===== config.mk =====
export PLATFORM = sky130hd
export DESIGN_NAME = hrs_top
export DESIGN_NICKNAME = d
export VERILOG_FILES = /design/src/hrs_pkg.sv /design/src/hrs_sync.sv /design/src/hrs_top.sv
export SDC_FILE = /design/constraint.sdc
export NUM_CORES = 1
export LEC_CHECK = 0
export ABC_AREA = 1
export BUFFER_PORTS_ARGS = -buffer_cell sky130_fd_sc_hd__buf_4
export CAP_MARGIN = 0
export CELL_PAD_IN_SITES_DETAIL_PLACEMENT = 1
export CELL_PAD_IN_SITES_GLOBAL_PLACEMENT = 1
export CORE_MARGIN = 5
export CORE_UTILIZATION = 35
export DETAILED_ROUTE_END_ITERATION = 12
export PLACE_DENSITY = 0.78
export SLEW_MARGIN = 5
export SYNTH_ARGS = -nofsm -noshare
export SYNTH_HDL_FRONTEND = slang
export SYNTH_SLANG_ARGS = --single-unit
export TNS_END_PERCENT = 20

===== constraint.sdc =====
create_clock -name I_SYS_CLK -period 4.63 [get_ports I_SYS_CLK]
set_clock_uncertainty 0.2 [all_clocks]
set_input_delay 0.926 -clock I_SYS_CLK [delete_from_list [all_inputs] [get_ports I_SYS_CLK]]
set_output_delay 0.926 -clock I_SYS_CLK [all_outputs]
set_load 0.05 [all_outputs]

===== src/hrs_pkg.sv =====
// shared constants of the hall result and status register bank
package hrs_pkg;
    localparam int BYTE_W = 8;
    localparam int AXIS_W = 16;
    localparam int ANGLE_W = 13;
    localparam int ANGLE_HI_W = ANGLE_W - BYTE_W;
    localparam int CNT_W = 3;
    localparam int ERR_W = 4;
    localparam int BIT_CNT_W = 4;

    localparam logic [7:0] OFS_X_HIGH = 8'h12;
    localparam logic [7:0] OFS_X_LOW = 8'h13;
    localparam logic [7:0] OFS_Y_HIGH = 8'h14;
    localparam logic [7:0] OFS_Y_LOW = 8'h15;
    localparam logic [7:0] OFS_Z_HIGH = 8'h16;
    localparam logic [7:0] OFS_Z_LOW = 8'h17;
    localparam logic [7:0] OFS_CONV_STATE = 8'h18;
    localparam logic [7:0] OFS_ANGLE_HIGH = 8'h19;
    localparam logic [7:0] OFS_ANGLE_LOW = 8'h1a;
    localparam logic [7:0] OFS_MAGNITUDE = 8'h1b;
    localparam logic [7:0] OFS_DEV_STATE = 8'h1c;

    // conversion_state field positions
    localparam int CS_CNT_MSB = 7;
    localparam int CS_CNT_LSB = 5;
    localparam int CS_POR_BIT = 4;
    localparam int CS_DIAG_BIT = 1;
    localparam int CS_READY_BIT = 0;
    localparam logic [7:0] CONV_STATE_RESET = 8'h10;

    // device state error flag positions
    localparam int DS_OSC_BIT = 3;
    localparam int DS_IRQ_PIN_BIT = 2;
    localparam int DS_CHECKSUM_BIT = 1;
    localparam int DS_UNDERVOLT_BIT = 0;

    localparam logic [7:0] RESULT_RESET = 8'h00;
    localparam logic [BIT_CNT_W-1:0] BITS_PER_BYTE = 4'h8;
    localparam logic [6:0] DEFAULT_DEV_ADDR = 7'h35;

    typedef enum logic [3:0] {
        ST_IDLE,
        ST_ADDR,
        ST_ADDR_ACK,
        ST_PTR,
        ST_WR_ACK,
        ST_WDATA,
        ST_RDATA,
        ST_RACK
    } hrs_state_t;
endpackage


===== src/hrs_sync.sv =====
// two flip-flop synchroniser for pin inputs
`timescale 1ns/10ps
module hrs_sync #(
    parameter int W = 1
) (
    input wire logic i_clk,
    input wire logic i_rst,
    input wire logic i_en,
    input wire logic [W-1:0] i_d,
    output logic [W-1:0] o_q
);
    logic [W-1:0] meta_ff;
    logic [W-1:0] nxt_meta;
    logic [W-1:0] q_ff;
    logic [W-1:0] nxt_q;

    always_comb
    begin
        nxt_meta = meta_ff;
        nxt_q = q_ff;
        if (i_en)
        begin
            nxt_meta = i_d;
            nxt_q = meta_ff;
        end
    end

    always_ff @(posedge i_clk or posedge i_rst)
    begin
        if (i_rst)
        begin
            meta_ff <= '1;
            q_ff <= '1;
        end
        else
        begin
            meta_ff <= nxt_meta;
            q_ff <= nxt_q;
        end
    end

    assign o_q = q_ff;
endmodule


===== src/hrs_top.sv =====
// result and status register bank with its serial management slave
`timescale 1ns/10ps
module hrs_top
    import hrs_pkg::*;
#(
    parameter logic [6:0] DEV_ADDR = DEFAULT_DEV_ADDR
) (
    input wire logic I_SYS_CLK,
    input wire logic I_RST,
    input wire logic I_CLK_EN,
    input wire logic I_SCL,
    input wire logic I_SDA,
    output logic O_SDA_OUT,
    output logic O_SDA_OE,
    input wire logic I_SET_DONE,
    input wire logic I_CONV_START,
    input wire logic [AXIS_W-1:0] I_X_AXIS_VALUE,
    input wire logic [AXIS_W-1:0] I_Y_AXIS_VALUE,
    input wire logic [AXIS_W-1:0] I_Z_AXIS_VALUE,
    input wire logic [ANGLE_W-1:0] I_ANGLE_VALUE,
    input wire logic [BYTE_W-1:0] I_MAGNITUDE_VALUE,
    input wire logic I_OSCILLATOR_ERROR_DET,
    input wire logic I_IRQ_PIN_ERROR_DET,
    input wire logic I_MEMORY_CHECKSUM_ERROR_DET,
    input wire logic I_UNDERVOLTAGE_ERROR_DET
);
    logic scl_s, sda_s, scl_prev_ff, sda_prev_ff, nxt_scl_prev, nxt_sda_prev;
    logic scl_rise, scl_fall, start_cond, stop_cond;

    hrs_state_t state_ff, nxt_state;
    logic [BIT_CNT_W-1:0] bit_cnt_ff, nxt_bit_cnt;
    logic [BYTE_W-1:0] rx_ff, nxt_rx, tx_ff, nxt_tx, ptr_ff, nxt_ptr;
    logic rw_ff, nxt_rw, nack_ff, nxt_nack, sda_oe_ff, nxt_sda_oe, sda_out_ff;

    logic wr_en;
    logic [BYTE_W-1:0] wr_addr, rd_data;

    logic [AXIS_W-1:0] x_ff, y_ff, z_ff, nxt_x, nxt_y, nxt_z;
    logic [ANGLE_W-1:0] angle_ff, nxt_angle;
    logic [BYTE_W-1:0] mag_ff, nxt_mag;
    logic [CNT_W-1:0] set_cnt_ff, nxt_set_cnt;
    logic por_ff, ready_ff, nxt_por, nxt_ready, por_clr, diag_fail;
    logic [ERR_W-1:0] err_ff, nxt_err, err_det, err_clr;

    hrs_sync #(
        .W(2)
    ) u_pin_sync (
        .i_clk(I_SYS_CLK),
        .i_rst(I_RST),
        .i_en(I_CLK_EN),
        .i_d({I_SCL, I_SDA}),
        .o_q({scl_s, sda_s})
    );

    // bus condition detection on the synchronised lines
    assign scl_rise = scl_s & ~scl_prev_ff;
    assign scl_fall = ~scl_s & scl_prev_ff;
    assign start_cond = scl_s & scl_prev_ff & sda_prev_ff & ~sda_s;
    assign stop_cond = scl_s & scl_prev_ff & ~sda_prev_ff & sda_s;

    // read data for the current pointer; unmapped offsets read zero
    always_comb
    begin
        rd_data = RESULT_RESET;
        case (ptr_ff)
            OFS_X_HIGH: rd_data = x_ff[AXIS_W-1:BYTE_W];
            OFS_X_LOW: rd_data = x_ff[BYTE_W-1:0];
            OFS_Y_HIGH: rd_data = y_ff[AXIS_W-1:BYTE_W];
            OFS_Y_LOW: rd_data = y_ff[BYTE_W-1:0];
            OFS_Z_HIGH: rd_data = z_ff[AXIS_W-1:BYTE_W];
            OFS_Z_LOW: rd_data = z_ff[BYTE_W-1:0];
            OFS_CONV_STATE:
            begin
                rd_data[CS_CNT_MSB:CS_CNT_LSB] = set_cnt_ff;
                rd_data[CS_POR_BIT] = por_ff;
                rd_data[CS_DIAG_BIT] = diag_fail;
                rd_data[CS_READY_BIT] = ready_ff;
            end
            // upper three bits of the angle high byte stay zero
            OFS_ANGLE_HIGH: rd_data[ANGLE_HI_W-1:0] = angle_ff[ANGLE_W-1:BYTE_W];
            OFS_ANGLE_LOW: rd_data = angle_ff[BYTE_W-1:0];
            OFS_MAGNITUDE: rd_data = mag_ff;
            OFS_DEV_STATE: rd_data[ERR_W-1:0] = err_ff;
            default: rd_data = RESULT_RESET;
        endcase
    end

    // serial slave: address, pointer, then write or auto-incrementing read
    always_comb
    begin
        nxt_scl_prev = scl_prev_ff;
        nxt_sda_prev = sda_prev_ff;
        nxt_state = state_ff;
        nxt_bit_cnt = bit_cnt_ff;
        nxt_rx = rx_ff;
        nxt_tx = tx_ff;
        nxt_ptr = ptr_ff;
        nxt_rw = rw_ff;
        nxt_nack = nack_ff;
        nxt_sda_oe = sda_oe_ff;
        wr_en = 1'b0;
        wr_addr = ptr_ff;
        if (I_CLK_EN)
        begin
            nxt_scl_prev = scl_s;
            nxt_sda_prev = sda_s;
            if (start_cond)
            begin
                nxt_state = ST_ADDR;
                nxt_bit_cnt = '0;
                nxt_sda_oe = 1'b0;
            end
            else if (stop_cond)
            begin
                nxt_state = ST_IDLE;
                nxt_sda_oe = 1'b0;
            end
            else
            begin
                case (state_ff)
                    ST_IDLE:
                    begin
                        nxt_sda_oe = 1'b0;
                    end
                    ST_ADDR, ST_PTR, ST_WDATA:
                    begin
                        if (scl_rise)
                        begin
                            nxt_rx = {rx_ff[BYTE_W-2:0], sda_s};
                            nxt_bit_cnt = bit_cnt_ff + 4'h1;
                        end
                        else if (scl_fall && bit_cnt_ff == BITS_PER_BYTE)
                        begin
                            nxt_bit_cnt = '0;
                            nxt_sda_oe = 1'b1;
                            if (state_ff == ST_ADDR)
                            begin
                                nxt_rw = rx_ff[0];
                                nxt_state = ST_ADDR_ACK;
                                if (rx_ff[BYTE_W-1:1] != DEV_ADDR)
                                begin
                                    nxt_state = ST_IDLE;
                                    nxt_sda_oe = 1'b0;
                                end
                            end
                            else if (state_ff == ST_PTR)
                            begin
                                nxt_ptr = rx_ff;
                                nxt_state = ST_WR_ACK;
                            end
                            else
                            begin
                                wr_en = 1'b1;
                                nxt_ptr = ptr_ff + 8'h01;
                                nxt_state = ST_WR_ACK;
                            end
                        end
                    end
                    ST_ADDR_ACK:
                    begin
                        if (scl_fall)
                        begin
                            if (rw_ff)
                            begin
                                nxt_tx = rd_data;
                                nxt_sda_oe = ~rd_data[BYTE_W-1];
                                nxt_ptr = ptr_ff + 8'h01;
                                nxt_state = ST_RDATA;
                            end
                            else
                            begin
                                nxt_sda_oe = 1'b0;
                                nxt_state = ST_PTR;
                            end
                        end
                    end
                    ST_WR_ACK:
                    begin
                        if (scl_fall)
                        begin
                            nxt_sda_oe = 1'b0;
                            nxt_state = ST_WDATA;
                        end
                    end
                    ST_RDATA:
                    begin
                        if (scl_rise)
                        begin
                            nxt_bit_cnt = bit_cnt_ff + 4'h1;
                        end
                        else if (scl_fall)
                        begin
                            if (bit_cnt_ff == BITS_PER_BYTE)
                            begin
                                nxt_bit_cnt = '0;
                                nxt_sda_oe = 1'b0;
                                nxt_state = ST_RACK;
                            end
                            else
                            begin
                                nxt_tx = {tx_ff[BYTE_W-2:0], 1'b0};
                                nxt_sda_oe = ~tx_ff[BYTE_W-2];
                            end
                        end
                    end
                    ST_RACK:
                    begin
                        if (scl_rise)
                        begin
                            nxt_nack = sda_s;
                        end
                        else if (scl_fall)
                        begin
                            if (nack_ff)
                            begin
                                nxt_state = ST_IDLE;
                            end
                            else
                            begin
                                nxt_tx = rd_data;
                                nxt_sda_oe = ~rd_data[BYTE_W-1];
                                nxt_ptr = ptr_ff + 8'h01;
                                nxt_state = ST_RDATA;
                            end
                        end
                    end
                    default:
                    begin
                        nxt_state = ST_IDLE;
                        nxt_sda_oe = 1'b0;
                    end
                endcase
            end
        end
    end

    always_ff @(posedge I_SYS_CLK or posedge I_RST)
    begin
        if (I_RST)
        begin
            scl_prev_ff <= 1'b1;
            sda_prev_ff <= 1'b1;
            state_ff <= ST_IDLE;
            bit_cnt_ff <= '0;
            rx_ff <= '0;
            tx_ff <= '0;
            ptr_ff <= '0;
            rw_ff <= 1'b0;
            nack_ff <= 1'b0;
            sda_oe_ff <= 1'b0;
            sda_out_ff <= 1'b0;
        end
        else
        begin
            scl_prev_ff <= nxt_scl_prev;
            sda_prev_ff <= nxt_sda_prev;
            state_ff <= nxt_state;
            bit_cnt_ff <= nxt_bit_cnt;
            rx_ff <= nxt_rx;
            tx_ff <= nxt_tx;
            ptr_ff <= nxt_ptr;
            rw_ff <= nxt_rw;
            nack_ff <= nxt_nack;
            sda_oe_ff <= nxt_sda_oe;
            sda_out_ff <= 1'b0;
        end
    end

    // write-one-to-clear strobes; any other written bit is dropped
    always_comb
    begin
        err_clr = '0;
        por_clr = 1'b0;
        if (wr_en && wr_addr == OFS_CONV_STATE)
        begin
            por_clr = rx_ff[CS_POR_BIT];
        end
        if (wr_en && wr_addr == OFS_DEV_STATE)
        begin
            err_clr = rx_ff[ERR_W-1:0];
        end
    end

    assign err_det[DS_OSC_BIT] = I_OSCILLATOR_ERROR_DET;
    assign err_det[DS_IRQ_PIN_BIT] = I_IRQ_PIN_ERROR_DET;
    assign err_det[DS_CHECKSUM_BIT] = I_MEMORY_CHECKSUM_ERROR_DET;
    assign err_det[DS_UNDERVOLT_BIT] = I_UNDERVOLTAGE_ERROR_DET;
    assign diag_fail = |err_ff;

    // result capture and status flags
    always_comb
    begin
        nxt_x = x_ff;
        nxt_y = y_ff;
        nxt_z = z_ff;
        nxt_angle = angle_ff;
        nxt_mag = mag_ff;
        nxt_set_cnt = set_cnt_ff;
        nxt_por = por_ff;
        nxt_ready = ready_ff;
        nxt_err = err_ff;
        if (I_CLK_EN)
        begin
            // a detection in the clearing cycle keeps the flag set
            nxt_err = (err_ff & ~err_clr) | err_det;
            nxt_por = por_ff & ~por_clr;
            if (I_CONV_START)
            begin
                nxt_ready = 1'b0;
            end
            if (I_SET_DONE)
            begin
                nxt_x = I_X_AXIS_VALUE;
                nxt_y = I_Y_AXIS_VALUE;
                nxt_z = I_Z_AXIS_VALUE;
                nxt_angle = I_ANGLE_VALUE;
                nxt_mag = I_MAGNITUDE_VALUE;
                nxt_set_cnt = set_cnt_ff + 3'h1;
                nxt_ready = 1'b1;
            end
        end
    end

    always_ff @(posedge I_SYS_CLK or posedge I_RST)
    begin
        if (I_RST)
        begin
            x_ff <= {RESULT_RESET, RESULT_RESET};
            y_ff <= {RESULT_RESET, RESULT_RESET};
            z_ff <= {RESULT_RESET, RESULT_RESET};
            angle_ff <= '0;
            mag_ff <= RESULT_RESET;
            set_cnt_ff <= CONV_STATE_RESET[CS_CNT_MSB:CS_CNT_LSB];
            por_ff <= CONV_STATE_RESET[CS_POR_BIT];
            ready_ff <= CONV_STATE_RESET[CS_READY_BIT];
            err_ff <= '0;
        end
        else
        begin
            x_ff <= nxt_x;
            y_ff <= nxt_y;
            z_ff <= nxt_z;
            angle_ff <= nxt_angle;
            mag_ff <= nxt_mag;
            set_cnt_ff <= nxt_set_cnt;
            por_ff <= nxt_por;
            ready_ff <= nxt_ready;
            err_ff <= nxt_err;
        end
    end

    assign O_SDA_OUT = sda_out_ff;
    assign O_SDA_OE = sda_oe_ff;
endmodule


==> summary.txt <==
Yosys
  – Top post-synthesis cells by area: dfrtp_1 45%, nand2_1 19%, nand3_1 7.5%
  – Post-synth EDFFs: 0
  – Sequential cell area fraction in the yosys report: 0.475
  – Ys flop type: dfrtp_1
  – Syn Inst Count: 833
  – Post-synthesis cell area: roughly 0.006 sq mm
  – Share of flip-flops with an asynchronous set or reset: 1.00
  – Count leader, synth: nand2_1
  – Synth area leader: dfrtp_1
  – Share of the synthesized area in the top cell type: 0.446
  – Syn Area/Cell: 7.41 sq um
  – Syn nets: 924
  – Post-synth top cells: 317 x nand2_1, 110 x dfrtp_1, 93 x nand3_1
  – YS warnings: 0
  – Yosys reg bits: 117
  – Yosys cell types: 37

Critical path
  – CP required: 4.77 ns
  – Critical path launch point type: flop
  – Crit Path Class: reg2reg
  – Worst r2r dst: tx_ff[3]$_DFFE_PP0P_
  – Critical path peak fanout: 42
  – FF-to-FF setup slack: 2.06 ns
  – R2R depth: 9
  – CP Capture Type: flop
  – Worst EP arrival: roughly 2.7 ns
  – Worst R2R Start: ptr_ff[5]$_DFFE_PP0P_

CTS
  – Worst-Skew Late Latency: 0.43 ns
  – CTS max path bufs: 2
  – Worst-path clk slew: about 0.060 ns
  – H-tree Lvls: 4
  – Total setup buffers inserted after CTS: 0
  – Resized cells post-CTS: 0
  – Root buf cell: clkbuf_16
  – CTS tree: done
  – Total CTS buffers: 17
  – Hold_buf cts: 0
  – CTS sink cnt: 117

STA
  – Period minus WS final: 2.57 ns
  – Worst-Margin Slew: 1.04 ns
  – Final worst path period share: 0.555
  – Sum Neg Setup Slack: 0 ns
  – Final-report hold violation count: 0
  – Max Slew Vio Count: 0
  – Fmax: roughly 0.39 GHz
  – Final worst slack: 2.06 ns
  – Worst slew margin: 0.309
  – Final setup fails: 0
  – Unrepaired setup endpoints after global routing: no

Global route
  – Largest net degree at the start of global routing: 82
  – First-pass GRT wire length: 30300 um
  – Overall routing resource usage: 0.188
  – Global route total overflow: 0
  – Antenna violations before repair: 0
  – Vias in the first global route: 6008

Hold path
  – Hold Crit Endpoint: u_pin_sync.meta_ff[0]$_DFFE_PP1P_
  – Min-delay worst type: reg2reg
  – Hold Startpoint: u_pin_sync.meta_ff[0]$_DFFE_PP1P_
  – Hold path cells: 2

Placed design
  – # port buffers: 80
  – Gpl congestion: slightly above 0.8
  – DP Area: 0.00695 sq mm
  – Place WS: 2.11 ns
  – DP HPWL: 13000 um

Cells and area
  – Fill count: 2213
  – Area of the multi-input gates: 0.00280 sq mm
  – P&R area growth vs syn: 22.5%
  – Reg area: between 0.002 and 0.003 sq mm
  – Final net count: 999
  – Diodes inserted: 0
  – Final Util: 0.437
  – Layout cells sized above 1: 0.186
  – Design area: around 0.0076 sq mm

Floorplan
  – Die X: 143 um
  – Core ar.: 0.0173 sq mm
  – I/O pins: 82
  – Die area: 0.0204 sq mm
  – Std cell rows: 48
  – Initial Util: 0.357
  – Chip height: 143 um

Power
  – Leak: 3.79 nW
  – Power per cell area: 375 mW/mm^2
  – Worst vdd ir: 0.000220 V
  – Final Total Pwr: 2.83 mW

Detailed routing
  – Vias per cell: around 4.9
  – Drt first pass iters: 4
  – Wirelength per Cell: 15.8 um
  – Post-route ant nets: 0
  – Initial drt markers: 280
  – WL final: 18100 um
  – DR vias: 5624
  – DRC violations left: 0

Job
  – Max Cap Viol: 0

Run status
  – Outcome: completed
[state kept, by name, indices dropped and copies added, names as in the netlist, 2 cells and up]
signal / count
state_ff: 3
tx_ff: 7
set_cnt_ff: 3
u_pin_sync.o_q: 2
u_pin_sync.meta_ff: 2
rx_ff: 8
err_ff: 4
angle_ff: 13
y_ff: 16
ptr_ff: 8
z_ff: 16
bit_cnt_ff: 4
mag_ff: 8
x_ff: 16
[logic make-up after synthesis]
logic type               Yosys count  share of synthesized area
AND/OR/NAND/NOR                  514                      0.350
flip-flops                       117                      0.475
buffers and inverters            106                     0.0723
AO/OA/AOI/OAI                     78                     0.0707
adder cells (fa/ha/maj)           11                     0.0223
XOR/XNOR                           5                    0.00709
other                              1                   0.000607
multiplexers                       1                    0.00162
[per-layer routing]
metal,GRT usage,wire length (um),vias up
li1,-,-,2768
met1,0.249,8270,2735
met2,0.309,8740,101
met3,0.0455,807,20
met4,0.0525,262,0
met5,0,0,-
[where the power goes]
group	switching [mW]	internal, mW	leakage, nW
registers	0.0662	1.13	1.43
clock network	0.508	0.877	0.290
logic	0.147	0.107	2.08
total	0.721	2.11	3.79
[worst max path at each step]
stage | start | endpoint | slack [ns] | cells past startpoint
finish | ptr_ff[5]$_DFFE_PP0P_ | tx_ff[3]$_DFFE_PP0P_ | 2.06 | 9
global route | ptr_ff[5]$_DFFE_PP0P_ | tx_ff[0]$_DFFE_PP0P_ | 1.85 | 9
floorplan | I_RST | O_SDA_OE$_DFFE_PP0P_ | 0.41 | 1
global placement | ptr_ff[5]$_DFFE_PP0P_ | O_SDA_OE$_DFFE_PP0P_ | 2.13 | 10
detailed placement | I_CLK_EN | err_ff[1]$_DFFE_PP0P_ | 2.11 | 8
CTS | ptr_ff[5]$_DFFE_PP0P_ | O_SDA_OE$_DFFE_PP0P_ | 2.05 | 10
[cell usage in the layout, fill, tap and decap left out, drive strengths merged, types with 3 or more instances in the layout]
cell type and count:
dfrtp 110, nor3 4, o21ai 66, nand2 326, ha 11, buf 87, xnor2 3, a21oi 8
nand3 97, inv 76, bufinv 3, clkinvlp 3, dfstp 7, clkbuf 21, clkinv 4, nor2 84
[layout make-up]
type                            instances  area share
Sequential cell                       117       0.388
Clock inverter                         11      0.0197
Clock buffer                           21      0.0609
Tap cell                              225      0.0372
Timing Repair Buffer                   87      0.0864
Inverter                               75      0.0380
Multi-Input combinational cell        610       0.370
[metrics by stage]
stage / hold WS (ns) / cells
2_1_floorplan: 0.224 / 833
3_3_place_gp: 0.264 / 1114
3_5_place_dp: 0.266 / 1114
4_1_cts: 0.280 / 1146
5_1_grt: 0.293 / 1146
6_report: 0.274 / 1146
[worst max-delay path, stage by stage, from the launching register on]
cell	delay, ns
dfrtp_1	0.41
inv_1	0.09
nand2_1	0.08
nor2_4	0.73
nand2_1	0.29
o21ai_0	0.28
inv_1	0.06
nand3_1	0.11
nand2_1	0.07
a21oi_1	0.14
Note: power is estimated with default switching activity, not from simulation.
